File: config.mk
export PLATFORM = sky130hd
export DESIGN_NAME = tuning_regs
export DESIGN_NICKNAME = d
export VERILOG_FILES = /design/src/inc/tuning_pkg.sv /design/src/hw/tuning_regs.sv /design/src/hw/freq_snapshot.sv /design/src/hw/lane_flag_cell.sv
export SDC_FILE = /design/constraint.sdc
export NUM_CORES = 1
export LEC_CHECK = 0
export BUFFER_PORTS_ARGS = -buffer_cell sky130_fd_sc_hd__buf_2
export CORE_ASPECT_RATIO = 1.5
export CORE_UTILIZATION = 35
export CTS_BUF_LIST = sky130_fd_sc_hd__clkbuf_8
export DETAILED_ROUTE_END_ITERATION = 6
export GPL_TIMING_DRIVEN = 0
export HOLD_SLACK_MARGIN = 0.12
export PLACE_DENSITY = 0.58
export SLEW_MARGIN = 20
export SYNTH_ARGS = -nofsm -noshare
export SYNTH_HDL_FRONTEND = slang
export SYNTH_SLANG_ARGS = --single-unit
export TNS_END_PERCENT = 10
File: constraint.sdc
create_clock -name CLK -period 6.9 [get_ports CLK]
set_clock_uncertainty 0.15 [all_clocks]
set_input_delay 1.035 -clock CLK [delete_from_list [all_inputs] [get_ports CLK]]
set_output_delay 1.035 -clock CLK [all_outputs]
set_load 0.05 [all_outputs]
File: src/inc/tuning_pkg.sv
// Shared offsets, field positions, reset values and carrier types of the laser tuning page
package tuning_pkg;

   localparam int LANES = 8;

   // Byte offsets on the page
   localparam logic [7:0] OFS_GRID   = 8'h80;
   localparam logic [7:0] OFS_CHAN   = 8'h88;
   localparam logic [7:0] OFS_FINE   = 8'h98;
   localparam logic [7:0] OFS_FREQ   = 8'hA8;
   localparam logic [7:0] OFS_POWER  = 8'hC8;
   localparam logic [7:0] OFS_RSV_A  = 8'hD8;
   localparam logic [7:0] OFS_STATUS = 8'hDE;
   localparam logic [7:0] OFS_ROLLUP = 8'hE6;
   localparam logic [7:0] OFS_FLAGS  = 8'hE7;
   localparam logic [7:0] OFS_MASKS  = 8'hEF;
   localparam logic [7:0] OFS_RSV_B  = 8'hF7;

   // Field positions
   localparam int GRID_STEP_LSB   = 4;
   localparam int FINE_ON_BIT     = 0;
   localparam int TUNE_ACTIVE_BIT = 1;
   localparam int POWER_ERR_BIT   = 5;
   localparam int FINE_ERR_BIT    = 4;

   // Grid spacing codes
   localparam logic [3:0] GRID_3G125   = 4'h0;
   localparam logic [3:0] GRID_6G25    = 4'h1;
   localparam logic [3:0] GRID_12G5    = 4'h2;
   localparam logic [3:0] GRID_25G     = 4'h3;
   localparam logic [3:0] GRID_50G     = 4'h4;
   localparam logic [3:0] GRID_100G    = 4'h5;
   localparam logic [3:0] GRID_33G     = 4'h6;
   localparam logic [3:0] GRID_75G     = 4'h7;
   localparam logic [3:0] GRID_RSV_MIN = 4'h8;
   localparam logic [3:0] GRID_RSV_MAX = 4'hE;
   localparam logic [3:0] GRID_NA      = 4'hF;

   // Reset values
   localparam logic [3:0]  GRID_RST = GRID_3G125;
   localparam logic [15:0] WORD_RST = 16'h0000;
   localparam logic [7:0]  MASK_RST = 8'hFF;
   localparam logic [7:0]  FLAG_RST = 8'h00;
   localparam logic [7:0]  ZERO_BYTE = 8'h00;

   // Settings handed to the laser control loop, one per lane
   typedef struct packed {
      logic [3:0]  grid_step;
      logic        fine_adjust_on;
      logic [15:0] channel_index;
      logic [15:0] fine_freq_offset;
      logic [15:0] power_target;
   } lane_cfg_s;

endpackage

File: src/hw/tuning_regs.sv
// Per-bank register page for tunable transmitter lanes
`timescale 1ns/1ps
module tuning_regs
   import tuning_pkg::*;
#(
   parameter logic [7:0]         BANK_INDEX = 8'h00,
   parameter logic signed [15:0] FINE_MIN   = -16'sd6000,
   parameter logic signed [15:0] FINE_MAX   = 16'sd6000,
   parameter logic signed [15:0] POWER_MIN  = -16'sd1000,
   parameter logic signed [15:0] POWER_MAX  = 16'sd1000
) (
   input  wire logic                       CLK,
   input  wire logic                       RESET,
   input  wire logic [7:0]                 PAGE_BANK,
   input  wire logic [7:0]                 ADDR,
   input  wire logic                       WR_EN,
   input  wire logic [7:0]                 WR_DATA,
   input  wire logic                       RD_EN,
   output logic      [7:0]                 RD_DATA,
   output logic                            RD_VALID,
   input  wire logic [LANES-1:0][31:0]     PRESENT_FREQ,
   input  wire logic [LANES-1:0]           TUNE_BUSY,
   output lane_cfg_s [LANES-1:0]           LANE_CFG,
   output logic      [LANES-1:0]           CFG_UPDATE,
   output logic      [LANES-1:0]           FLAG_ROLLUP,
   output logic                            ALERT,
   output logic                            PAGE_SUPPORTED
);

   localparam int LW = $clog2(LANES);

   logic            hit;
   logic            wr;
   logic            rd;
   logic [7:0]      off_grid;
   logic [7:0]      off_chan;
   logic [7:0]      off_fine;
   logic [7:0]      off_freq;
   logic [7:0]      off_power;
   logic [7:0]      off_status;
   logic [7:0]      off_flags;
   logic [7:0]      off_masks;
   logic            in_grid;
   logic            in_chan;
   logic            in_fine;
   logic            in_freq;
   logic            in_power;
   logic            in_status;
   logic            in_rollup;
   logic            in_flags;
   logic            in_masks;
   logic            in_word;
   logic [7:0]      word_off;
   logic [LW-1:0]   word_lane;
   logic [LW-1:0]   byte_lane;
   logic [LW-1:0]   freq_lane;

   logic [3:0]      grid_step [LANES];
   logic [LANES-1:0] fine_on;
   logic [15:0]     chan      [LANES];
   logic [15:0]     fine      [LANES];
   logic [15:0]     power     [LANES];

   logic            stage_valid;
   logic [7:0]      stage_addr;
   logic [7:0]      stage_byte;
   logic            commit;
   logic [15:0]     commit_word;
   logic            fine_bad;
   logic            power_bad;

   logic [7:0]      flags     [LANES];
   logic [7:0]      mask      [LANES];
   logic [LANES-1:0] alert_vec;
   logic [LANES-1:0] clr_vec;
   logic [LANES-1:0] mask_wr_vec;
   logic [LANES-1:0] set_power_vec;
   logic [LANES-1:0] set_fine_vec;
   logic [7:0]      freq_byte;
   logic [7:0]      next_rd_data;

   // Only the selected bank of eight lanes decodes accesses; a read of another bank is still answered, with zero
   assign hit = (PAGE_BANK == BANK_INDEX);
   assign wr  = WR_EN & hit;
   assign rd  = RD_EN & hit;

   // Region decode; everything outside reads zero and ignores writes
   always_comb begin
      off_grid   = ADDR - OFS_GRID;
      off_chan   = ADDR - OFS_CHAN;
      off_fine   = ADDR - OFS_FINE;
      off_freq   = ADDR - OFS_FREQ;
      off_power  = ADDR - OFS_POWER;
      off_status = ADDR - OFS_STATUS;
      off_flags  = ADDR - OFS_FLAGS;
      off_masks  = ADDR - OFS_MASKS;
      in_grid    = (ADDR >= OFS_GRID)   && (ADDR < OFS_CHAN);
      in_chan    = (ADDR >= OFS_CHAN)   && (ADDR < OFS_FINE);
      in_fine    = (ADDR >= OFS_FINE)   && (ADDR < OFS_FREQ);
      in_freq    = (ADDR >= OFS_FREQ)   && (ADDR < OFS_POWER);
      in_power   = (ADDR >= OFS_POWER)  && (ADDR < OFS_RSV_A);
      in_status  = (ADDR >= OFS_STATUS) && (ADDR < OFS_ROLLUP);
      in_rollup  = (ADDR == OFS_ROLLUP);
      in_flags   = (ADDR >= OFS_FLAGS)  && (ADDR < OFS_MASKS);
      in_masks   = (ADDR >= OFS_MASKS)  && (ADDR < OFS_RSV_B);
      in_word    = in_chan | in_fine | in_power;
      word_off   = in_chan ? off_chan : (in_fine ? off_fine : off_power);
      // Lowest address of each array belongs to lane 0
      word_lane  = word_off[LW:1];
      freq_lane  = off_freq[LW+1:2];
      byte_lane  = in_grid ? off_grid[LW-1:0] :
                   (in_status ? off_status[LW-1:0] :
                   (in_flags ? off_flags[LW-1:0] : off_masks[LW-1:0]));
   end

   // High byte at the even address is staged, the odd byte commits both
   always_ff @(posedge CLK) begin
      if (RESET) begin
         stage_valid <= 1'b0;
         stage_addr  <= ZERO_BYTE;
         stage_byte  <= ZERO_BYTE;
      end else if (wr) begin
         stage_valid <= in_word & ~word_off[0];
         stage_addr  <= ADDR;
         stage_byte  <= WR_DATA;
      end
   end

   always_comb begin
      commit      = wr & in_word & word_off[0] & stage_valid
                    & (stage_addr == (ADDR - 8'h01));
      commit_word = {stage_byte, WR_DATA};
      fine_bad    = ($signed(commit_word) < FINE_MIN)  || ($signed(commit_word) > FINE_MAX);
      power_bad   = ($signed(commit_word) < POWER_MIN) || ($signed(commit_word) > POWER_MAX);
   end

   genvar g;
   generate
      for (g = 0; g < LANES; g++) begin : gen_lane

         // Reserved grid codes are refused, bits 3-1 never stored
         always_ff @(posedge CLK) begin
            if (RESET) begin
               grid_step[g] <= GRID_RST;
               fine_on[g]   <= 1'b0;
            end else if (wr && in_grid && byte_lane == LW'(g)) begin
               if (!(WR_DATA[7:4] >= GRID_RSV_MIN && WR_DATA[7:4] <= GRID_RSV_MAX)) begin
                  grid_step[g] <= WR_DATA[7:4];
               end
               fine_on[g] <= WR_DATA[FINE_ON_BIT];
            end
         end

         always_ff @(posedge CLK) begin
            if (RESET) begin
               chan[g] <= WORD_RST;
            end else if (commit && in_chan && word_lane == LW'(g)) begin
               chan[g] <= commit_word;
            end
         end

         // Out-of-range values are kept out of the control loop
         always_ff @(posedge CLK) begin
            if (RESET) begin
               fine[g] <= WORD_RST;
            end else if (commit && in_fine && word_lane == LW'(g) && !fine_bad) begin
               fine[g] <= commit_word;
            end
         end

         always_ff @(posedge CLK) begin
            if (RESET) begin
               power[g] <= WORD_RST;
            end else if (commit && in_power && word_lane == LW'(g) && !power_bad) begin
               power[g] <= commit_word;
            end
         end

         always_ff @(posedge CLK) begin
            if (RESET) begin
               CFG_UPDATE[g] <= 1'b0;
            end else begin
               CFG_UPDATE[g] <= (wr && in_grid && byte_lane == LW'(g))
                                || (commit && word_lane == LW'(g));
            end
         end

         always_comb begin
            LANE_CFG[g].grid_step        = grid_step[g];
            LANE_CFG[g].fine_adjust_on   = fine_on[g];
            LANE_CFG[g].channel_index    = chan[g];
            LANE_CFG[g].fine_freq_offset = fine[g];
            LANE_CFG[g].power_target     = power[g];
         end

         assign set_power_vec[g] = commit & in_power & (word_lane == LW'(g)) & power_bad;
         assign set_fine_vec[g]  = commit & in_fine & (word_lane == LW'(g)) & fine_bad;
         assign clr_vec[g]       = rd & in_flags & (byte_lane == LW'(g));
         assign mask_wr_vec[g]   = wr & in_masks & (byte_lane == LW'(g));

         lane_flag_cell u_flag (
            .clk           (CLK),
            .rst           (RESET),
            .set_power_err (set_power_vec[g]),
            .set_fine_err  (set_fine_vec[g]),
            .clear         (clr_vec[g]),
            .mask_wr       (mask_wr_vec[g]),
            .mask_data     (WR_DATA),
            .flags         (flags[g]),
            .mask          (mask[g]),
            .rollup        (FLAG_ROLLUP[g]),
            .alert         (alert_vec[g])
         );
      end
   endgenerate

   freq_snapshot #(
      .LANES_N (LANES)
   ) u_snap (
      .clk      (CLK),
      .rst      (RESET),
      .capture  (rd && in_freq && off_freq[1:0] == 2'h0),
      .lane     (freq_lane),
      .byte_sel (off_freq[1:0]),
      .freq     (PRESENT_FREQ),
      .rd_byte  (freq_byte)
   );

   // Read mux; multi-byte words are sent most significant byte first
   always_comb begin
      next_rd_data = ZERO_BYTE;
      if (in_grid) begin
         next_rd_data[7:4]         = grid_step[byte_lane];
         next_rd_data[FINE_ON_BIT] = fine_on[byte_lane];
      end else if (in_chan) begin
         next_rd_data = word_off[0] ? chan[word_lane][7:0] : chan[word_lane][15:8];
      end else if (in_fine) begin
         next_rd_data = word_off[0] ? fine[word_lane][7:0] : fine[word_lane][15:8];
      end else if (in_freq) begin
         next_rd_data = freq_byte;
      end else if (in_power) begin
         next_rd_data = word_off[0] ? power[word_lane][7:0] : power[word_lane][15:8];
      end else if (in_status) begin
         next_rd_data[TUNE_ACTIVE_BIT] = TUNE_BUSY[byte_lane];
      end else if (in_rollup) begin
         next_rd_data = FLAG_ROLLUP;
      end else if (in_flags) begin
         next_rd_data = flags[byte_lane];
      end else if (in_masks) begin
         next_rd_data = mask[byte_lane];
      end
   end

   always_ff @(posedge CLK) begin
      if (RESET) begin
         RD_DATA  <= ZERO_BYTE;
         RD_VALID <= 1'b0;
      end else begin
         RD_VALID <= RD_EN;
         if (rd) begin
            RD_DATA <= next_rd_data;
         end else if (RD_EN) begin
            RD_DATA <= ZERO_BYTE;
         end
      end
   end

   always_ff @(posedge CLK) begin
      if (RESET) begin
         ALERT          <= 1'b0;
         PAGE_SUPPORTED <= 1'b0;
      end else begin
         ALERT          <= |alert_vec;
         PAGE_SUPPORTED <= 1'b1;
      end
   end

endmodule

File: src/hw/freq_snapshot.sv
// One capture register, shared by all lanes, holds the 32-bit present frequency so multi-byte reads stay coherent
`timescale 1ns/1ps
module freq_snapshot
   import tuning_pkg::*;
#(
   parameter int LANES_N = LANES
) (
   input  wire logic                             clk,
   input  wire logic                             rst,
   input  wire logic                             capture,
   input  wire logic [$clog2(LANES_N)-1:0]       lane,
   input  wire logic [1:0]                       byte_sel,
   input  wire logic [LANES_N-1:0][31:0]         freq,
   output logic      [7:0]                       rd_byte
);

   logic [31:0] snap;
   logic [31:0] word;

   // First byte read freezes the whole word of that lane
   always_ff @(posedge clk) begin
      if (rst) begin
         snap <= 32'h0000_0000;
      end else if (capture) begin
         snap <= freq[lane];
      end
   end

   // Most significant byte sits at the lowest address
   always_comb begin
      word = capture ? freq[lane] : snap;
      case (byte_sel)
         2'h0:    rd_byte = word[31:24];
         2'h1:    rd_byte = word[23:16];
         2'h2:    rd_byte = word[15:8];
         default: rd_byte = word[7:0];
      endcase
   end

endmodule

File: src/hw/lane_flag_cell.sv
// Latched clear-on-read flags and mask byte of one lane
`timescale 1ns/1ps
module lane_flag_cell
   import tuning_pkg::*;
(
   input  wire logic       clk,
   input  wire logic       rst,
   input  wire logic       set_power_err,
   input  wire logic       set_fine_err,
   input  wire logic       clear,
   input  wire logic       mask_wr,
   input  wire logic [7:0] mask_data,
   output logic      [7:0] flags,
   output logic      [7:0] mask,
   output logic            rollup,
   output logic            alert
);

   logic [7:0] set_vec;

   always_comb begin
      set_vec = FLAG_RST;
      set_vec[POWER_ERR_BIT] = set_power_err;
      set_vec[FINE_ERR_BIT]  = set_fine_err;
   end

   // A flag raised in the clearing cycle survives the clear
   always_ff @(posedge clk) begin
      if (rst) begin
         flags <= FLAG_RST;
      end else begin
         flags <= (flags & ~{8{clear}}) | set_vec;
      end
   end

   always_ff @(posedge clk) begin
      if (rst) begin
         mask <= MASK_RST;
      end else if (mask_wr) begin
         mask <= mask_data;
      end
   end

   assign rollup = |flags;
   assign alert  = |(flags & ~mask);

endmodule

Word-level counts from Yosys, hierarchy flattened. Memory sizes are Yosys's and may differ from the RTL's. Index checks and enable logic that the tools add are counted.

Flip-flop bits (word level): 204. Memories: 4. Logic and storage cells: 497. RAM bits: 416. Output and inout port bits: 451.

Memory list: chan (depth 8, width 16, rd ports 9, clocked after memory_dff 0, wr ports 8, line tuning_regs.sv:60) `logic [15:0] chan [LANES];`; fine (depth 8, width 16, rd ports 9, clocked after memory_dff 0, wr ports 8, line tuning_regs.sv:61) `logic [15:0] fine [LANES];`; power (depth 8, width 16, rd ports 9, clocked after memory_dff 0, wr ports 8, line tuning_regs.sv:62) `logic [15:0] power [LANES];`; grid_step (depth 8, width 4, rd ports 9, clocked after memory_dff 0, wr ports 8, line tuning_regs.sv:58) `logic [3:0] grid_step [LANES];`.

Reduce and logical (&&, ||, !) cells: 97. Add/subtract/negate cells: 9. $lt $le $gt $ge: 25. Multiplexer cells: 169. Eq/ne operators: 18. Bitwise operators: 135.

Operators by type and width (count): $mux W16 (24); $and A8 B8 Y8 (16); $mux W8 (16); $not A8 Y8 (16); $mux W1 (105); $bmux W32 S3 (1); $logic_and A1 B1 Y1 (71); $ge A8 B8 Y1 const B (8); $lt A8 B8 Y1 const B (8); $mux W32 (2); $or A8 B6 Y8 (8); $reduce_or A64 Y1 (1); $reduce_or A8 Y1 (8); $and A1 B1 Y1 (59); $bmux W8 S3 (2); $mux W4 (11); $or A1 B1 Y1 (34); $eq A3 B3 Y1 const B (8); $pmux W8 S3 (1); $gt A16 B11 Y1 const B (1); $gt A16 B14 Y1 const B (1); $lt A16 B11 Y1 const B (1); $lt A16 B14 Y1 const B (1); $eq A3 B2 Y1 const B (4); 24 further kinds (46).

Logic depth before layout (Yosys ltp). Gate-level depths: netlist of run 1.

Word-level depth: 19. Depth in mapped cells: 17.

Hierarchy. Synthesis of run 1 repeated with hierarchy kept, for this count alone.

Cell total of the unflattened synthesis: 2929. Area, all modules: 32597.5 um^2.

By module, submodules not included: tuning_regs (area each 24342.1 um^2, seq. area each 13372.8 um^2, instances 1, cells each 2020); lane_flag_cell (area each 586.8 um^2, seq. area each 320.3 um^2, instances 8, cells each 62); freq_snapshot (area each 3560.9 um^2, seq. area each 640.6 um^2, instances 1, cells each 413).

Least setup slack after synthesis of run 1. OpenSTA, ideal clock, no wires.

Kind: input to register. From: input ADDR[3]. To: memory chan[1][0] (enable). Cell stages on the path: 15. Required time: 6339 ps. Data arrival time: 5091 ps. Setup slack: 1247 ps. Path buffers: 6. Path through: buf_2 -> inv_1 -> buf_2 -> buf_2 -> buf_2 -> buf_1 -> ha_1 -> inv_1 -> or4_1 -> xnor2_1 -> nand3_1 -> nor3_4 -> buf_6 -> nand2_4 -> o21ai_0.

RTL lines: from (decl) (line tuning_regs.sv:15) `input wire logic [7:0] ADDR,`; to (decl) (line tuning_regs.sv:60).

Worst setup path in the final report of run 1.
From: input ADDR[3]. To: register RD_DATA[5].

Word-level cells in the longest chain between the ends: 19.

Ends and longest elaborated chain: $ge A8 B8 Y1 / $lt A8 B8 Y1 (equally long branches) (line tuning_regs.sv:104) `in_flags = (ADDR >= OFS_FLAGS) && (ADDR < OFS_MASKS);`; $logic_and A1 B1 Y1 (line tuning_regs.sv:104); $mux W3 (line tuning_regs.sv:113) `(in_flags ? off_flags[LW-1:0] : off_masks[LW-1:0]));`; $mux W3 (line tuning_regs.sv:112) `(in_status ? off_status[LW-1:0] :`; $mux W3 (line tuning_regs.sv:111) `byte_lane = in_grid ? off_grid[LW-1:0] :`; $not A3 Y4 (implied by the code) (line tuning_regs.sv:248, tuning_regs.sv:250); $bmux W8 S3 (line tuning_regs.sv:250) `next_rd_data = mask[byte_lane];`; $mux W8 (implied by the code) (2 in a row) (line tuning_regs.sv:250); [2 not listed]; $mux W8 (line tuning_regs.sv:245) `end else if (in_rollup) begin`; $mux W6 (line tuning_regs.sv:243) `end else if (in_status) begin`; $mux W8 (line tuning_regs.sv:241) `end else if (in_power) begin`; $mux W8 (line tuning_regs.sv:239) `end else if (in_freq) begin`; $mux W8 (line tuning_regs.sv:237) `end else if (in_fine) begin`; $mux W8 (line tuning_regs.sv:235) `end else if (in_chan) begin`; $mux W4 (*) (line tuning_regs.sv:232) `if (in_grid) begin`; $mux W8 (*) (line tuning_regs.sv:260) `if (rd) begin`; to (signal assigned) (line tuning_regs.sv:261) `RD_DATA <= next_rd_data;`; to (decl) (line tuning_regs.sv:19) `output logic [7:0] RD_DATA,`.

Mark *: on every way between the ends. The rest lies on a longest branch, timed or not. The select of a mux whose other input is x is not followed. A chain may end at the register's enable or synchronous reset.

==> key figures, run 1 <==
STA
  – RSZ-0062 raised after global routing: no
  – Period utilization: 95.7%
  – Final setup violation count: 0
  – Final Max Slew Viols: 0
  – Hold Fails Final Rpt: 0
  – Tightest Pin Transition: 1250 ps
  – Slew HR: 15.7%
  – Slack of the critical path: 295 ps
  – Period minus WS final: 6600 ps
  – Highest clock rate: 151 MHz

Synthesis
  – Yosys reg bits: 620
  – Synth Instances: 2721
  – Sequential fraction of the synthesis area: 52.1%
  – Synth unique cells: 90
  – Share of the synthesized area in the top cell type: 39.3%
  – Post-synth EDFFs: 416
  – Synth warn: 0
  – Synth Flop Type: edfxtp_1
  – Avg Synthesized Cell Area: 11.7 um2
  – Async set-or-reset flop fraction in the synthesized netlist: 0%
  – Yosys top cell by area: edfxtp_1
  – Post-synthesis cell area: 31800 um2
  – Syn_nets: 3025
  – Synth area leaders: edfxtp_1 39%, mux4_2 13%, dfxtp_1 13%

Drt
  – Drt via density: 6.08
  – WL final: 190 mm
  – Initial drt markers: 3544
  – Residual DRC count: 0
  – Vias: 29500
  – Final ANT Viol Nets: 0
  – TritonRoute pass-1 iters: 5
  – Wire per inst: 39.1 um

Final layout
  – Share of final-layout standard cells stronger than drive strength 1: 35.1%
  – Layout area overhead: 23.7%
  – # fillers: 8862
  – # nets final: 3890
  – Final Util: 43.6%

Clocking
  – CTS sink count: 620
  – Worst skew pair latency: 830 ps
  – Hold bufs inserted after CTS: 0
  – CTS root buf: clkbuf_8
  – Number of buffers created by CTS: 100
  – Reg clk slew, reported paths: 60 ps
  – H-tree levels: 3
  – CTS max path bufs: 3
  – TritonCTS clock tree: built
  – Post-CTS Repair Setup Buffers: 0

Power
  – Pint: 5.98 mW
  – Power Density: 225 nW/um2
  – Clk pwr share: 36.3%
  – Leak: 16.1 nW
  – Sw Share: 32.4%
  – Psw: 2.87 mW
  – Combinational fraction of design power: 17.1%
  – Tot Pwr: 8.84 mW
  – Worst IR drop on VDD: 0.158 mV
  – Sequential share of power: 46.7%

Placement
  – GP Congestion: 1.02
  – HPWL after DPL: 152 mm
  – Setup WS pre-CTS: -788 ps
  – Port Buf Inserts: 738

Die
  – Starting Density: 35.3%
  – # rows: 135
  – CORE AREA: 90200 um2
  – Ports: 743
  – Die area: 92100 um2
  – Die Ht: 371 um
  – Chip Width: 248 um

Critical path
  – Worst EP arrival: 7110 ps
  – WS Path Type: input port to register
  – R2r startpoint: stage_byte[7]
  – CP startpoint kind: input port
  – R2R setup slack: 2740 ps
  – CP endpoint kind: register
  – R2R Path End: fine[6][6]
  – Crit. Startpoint: ADDR[3]
  – CP Max Fanout: 19
  – Worst EP required: 7400 ps
  – R2R cell count: 8
  – Critical path endpoint: RD_DATA[5]

Worst hold path
  – Hold Startpoint: LANE_CFG[154]
  – Min-delay worst type: register to register

Outcome
  – Outcome: finished clean

Global route
  – Largest net degree at the start of global routing: 17
  – Vias in the first global route: 28900
  – Total GRT Usage: 40.6%
  – Initial antenna violation count: 29
  – Grt total ovfl: 0
  – First-pass GRT wire length: 250 mm

Run
  – Max cap viols: 0
metal layers:
metal	wire [um]	part of all wire (%)	track usage (%)
met4	15300	8.1	28.1
met5	123	0.065	0
met1	67300	35	47.3
met3	19500	10	12.0
met2	87400	46	64.0
state kept, by name, indices dropped and copies added (netlist names):
name / cells
power: 128
ALERT: 1
CFG_UPDATE: 8
stage_byte: 8
u_snap.snap: 32
stage_addr: 8
grid_step: 32
LANE_CFG: 8
RD_VALID: 1
gen_lane.u_flag.mask: 64
PAGE_SUPPORTED: 1
fine: 128
RD_DATA: 8
stage_valid: 1
chan: 128
gen_lane.u_flag.flags: 64
power by group through the flow:
stage	clock network (mW)	logic [mW]	registers, mW
3_5_place_dp	0	1.48	4.20
3_3_place_gp	0	1.45	4.21
6_report	3.21	1.51	4.13
4_1_cts	3.18	1.48	4.12
5_1_grt	3.32	1.53	4.13
2_1_floorplan	0	0.508	4.49
worst min path at each step:
stage | endpoint | slack, ps | depth (start not counted)
2_1_floorplan | stage_valid | 280 | 2
3_3_place_gp | stage_valid | 300 | 2
3_5_place_dp | stage_valid | 310 | 2
4_1_cts | stage_valid | 320 | 2
5_1_grt | stage_valid | 330 | 2
6_report | LANE_CFG[154] | 330 | 2
placed cells by master, fill, tap and decap left out, types with 16 or more instances in the layout:
cell      instances
nor4_1           27
nand3_1          91
clkbuf_1        122
o21ai_2          24
a221oi_1         16
mux2i_1          56
o22ai_1          24
and2_1          431
nor2_1          121
o211ai_1         44
and3_1           32
nor3_1           35
a22oi_1          19
dfxtp_1         204
buf_4            28
o21ai_0          92
inv_1           114
clkbuf_8        107
clkinv_2         18
edfxtp_1        416
mux4_2          189
a211oi_1         18
nand2_1         233
a21oi_1          96
buf_2           810
per-stage QoR:
stage          instance area, um2  std cells  setup TNS [ps]  hold WS [ps]
5_1_grt                     39300       4833               0           332
3_5_place_dp                37400       4649          -14590           314
4_1_cts                     39300       4831               0           323
3_3_place_gp                37000       4623         -578840           302
2_1_floorplan               31800       2721               0           282
6_report                    39300       4845               0           327
cells in the mapped netlist (25+ instances only):
| library cell | n |
|---|---|
| nor4_1 | 27 |
| nor2_1 | 121 |
| o22ai_1 | 25 |
| buf_2 | 70 |
| mux2i_1 | 56 |
| nand2_1 | 233 |
| and3_1 | 32 |
| dfxtp_1 | 204 |
| inv_1 | 78 |
| buf_4 | 26 |
| and2_1 | 431 |
| nor3_1 | 35 |
| edfxtp_1 | 416 |
| nand3_1 | 91 |
| o21ai_0 | 117 |
| mux4_2 | 189 |
| clkbuf_1 | 129 |
| a21oi_1 | 96 |
| o211ai_1 | 44 |
logic make-up after synthesis:
group / Yosys count / share of synthesized area (%)
AOI/OAI and AO/OA: 441 / 9.10
buffers and inverters: 321 / 4.45
xor gates and xnor gates: 10 / 0.275
and+or+nand+nor: 1064 / 18.2
DFF: 620 / 52.1
muxes: 253 / 15.4
adders and majority gates: 12 / 0.472
critical path: stages:
cell and delay, ps:
buf_2 190, buf_2 270, inv_1 110, buf_2 390, buf_2 520, buf_2 540
buf_1 510, ha_1 220, clkbuf_1 580, clkbuf_2 670, mux4_2 400, mux2i_1 410
nand2_1 120, a211oi_1 260, o221ai_1 270, a21oi_1 340, a31o_1 160, a32oi_1 50
what timing repair did:
item	CTS	global route
setup endpoints to repair	0	3
hold endpoints to repair	0	0
gates resized for setup	0	5
area by class of cell:
type	count	area (um2)	area share, %
plain buffers	240	1120	2.85
multi-input cells	1780	13900	35.4
clock inverters	75	415	1.06
clock buffers	107	1470	3.74
inverters	80	300	0.763
well taps	1164	1460	3.70
diodes	15	37.5	0.0954
flip-flops and latches	620	16600	42.1
repair buffers	764	4030	10.2
No activity file was read; power rests on OpenSTA's default activity.
==> run 2: changes to the inputs <==
- SETUP_SLACK_MARGIN: not set -> 0.4
==> run 2 against run 1 <==
Sequential share of layout area hardly changed. Power hardly changed. Non-clock buffer count is 1 higher. Clock-buffer cell count stayed put. Design area hardly changed. First-iteration DRC count is 0.90% lower. Setup slack better by 140 ps. Fmax is 2.1% higher. Wire length hardly changed. Critical path type unchanged. Die area stayed put. Utilization hardly changed. Critical path depth is 1 lower.
==> key figures, run 2 (synthesis results as in run 1) <==
Die
  – Ports: 743
  – Die area: 92100 um2
  – Chip Width: 248 um
  – Die Ht: 371 um
  – CORE AREA: 90200 um2
  – # rows: 135
  – Starting Density: 35.3%

Critical path
  – WS Path Type: input port to register
  – R2r startpoint: stage_byte[7]
  – Crit. Startpoint: ADDR[3]
  – CP Max Fanout: 10
  – Worst EP required: 7400 ps
  – CP endpoint kind: register
  – Worst EP arrival: 6970 ps
  – CP startpoint kind: input port

Global route
  – Largest net degree at the start of global routing: 17
  – Grt total ovfl: 0
  – First-pass GRT wire length: 250 mm
  – Total GRT Usage: 40.6%
  – Initial antenna violation count: 29
  – Vias in the first global route: 28900

Drt
  – Residual DRC count: 0
  – Vias: 29400
  – Wire per inst: 39.1 um
  – TritonRoute pass-1 iters: 6
  – Initial drt markers: 3512
  – Final ANT Viol Nets: 0
  – Drt via density: 6.06
  – WL final: 189 mm

Placement
  – HPWL after DPL: 152 mm
  – GP Congestion: 1.02
  – Placed cell count: 4649
  – Placed Area: 37400 um2
  – Port Buf Inserts: 738

Final layout
  – Most common cell after layout, fill and taps aside: buf_2
  – Commonest cells after routing, fill and taps aside: 810 x buf_2, 431 x and2_1, 416 x edfxtp_1, 233 x nand2_1, 204 x dfxtp_1
  – Layout area overhead: 23.7%
  – # nets final: 3891
  – Share of final-layout standard cells stronger than drive strength 1: 35.2%
  – Fin cells: 4848
  – Largest regs: chan x128, fine x128, power x128
  – Final instance area: 39300 um2

Power
  – Power Density: 225 nW/um2
  – Worst IR drop on VDD: 0.159 mV
  – Leak: 16.1 nW

Run
  – Max cap viols: 0

STA
  – Final setup violation count: 0
  – Highest clock rate: 155 MHz
  – Hold Fails Final Rpt: 0
  – Period utilization: 93.8%
  – Final Max Slew Viols: 0
  – Slew HR: 14.9%
  – RSZ-0062 raised after global routing: yes
  – Period minus WS final: 6470 ps
  – Tightest Pin Transition: 1270 ps

Clocking
  – CTS max path bufs: 3
  – Post-CTS Repair Setup Buffers: 0
  – Reg clk slew, reported paths: 70 ps
  – TritonCTS clock tree: built
  – H-tree levels: 3
  – CTS root buf: clkbuf_8
  – Worst skew pair latency: 810 ps
  – Number of buffers created by CTS: 100
  – CTS sink count: 620

Worst hold path
  – Hold Startpoint: LANE_CFG[154]
  – Min-delay worst type: register to register

Outcome
  – Outcome: finished clean
[run 2: cell count changes in the layout (fill, tap and decap cells not counted)]
cell / before / now
clkbuf_2: 8 / 12
buf_1: 9 / 8
clkbuf_1: 122 / 120
diode_2: 15 / 17
[run 2: area by class of cell]
cell class                      instances  area (um2)
Timing Repair Buffer                  764        4030
Fill cell                            8858       50900
Clock inverter                         75         415
Antenna cell                           17        42.5
Inverter                               80         300
Multi-Input combinational cell       1780       13900
Tap cell                             1164        1460
Buffer                                241        1130
Sequential cell                       620       16600
Clock buffer                          107        1470
[run 2: timing repair]
item	in CTS	in global routing
resized for setup	3	5
endpoints found under the setup margin	6	55
hold buffers	0	0
[run 2: worst paths after layout]
check,to,slack (ps),cells after the start
setup / recovery,fine[3][11],430,17
hold / removal,LANE_CFG[154],330,2
setup reg to reg,fine[6][6],2710,8
hold reg to reg,LANE_CFG[154],330,2
[run 2: power by group]
group / switching (mW) / total [mW] / internal (mW)
logic: 1.10 / 1.51 / 0.414
registers: 0.0847 / 4.13 / 4.04
clock network: 1.68 / 3.20 / 1.52
total: 2.86 / 8.84 / 5.98
[run 2: metrics by stage]
step           utilization (%)  TNS [ps]  worst slack, ps  hold slack, ps  total power [mW]
3_5_place_dp              41.5    -14590             -788             314              5.68
3_3_place_gp              41.0   -578840            -1860             302              5.66
5_1_grt                   43.6         0              311             332              8.97
2_1_floorplan                -         0             1250             282              4.99
4_1_cts                   43.6         0              479             323              8.79
6_report                  43.6         0              431             327              8.84
[run 2: worst max-delay path: stages]
cell and delay [ps]:
buf_2 190, buf_2 280, inv_1 110, buf_2 390, buf_2 520, buf_2 550, buf_1 510, ha_1 320
inv_1 80, or4_1 500, xnor2_1 190, nand3_1 220, nor3_4 320, nand2_2 390, nor3_2 490, clkbuf_1 600
and2_1 230
[run 2: metal layers]
metal | track usage [%] | part of all wire [%]
met4 | 28.1 | 8.1
met1 | 47.3 | 36
met5 | 0 | 0.065
met2 | 64.0 | 46
met3 | 12.0 | 10
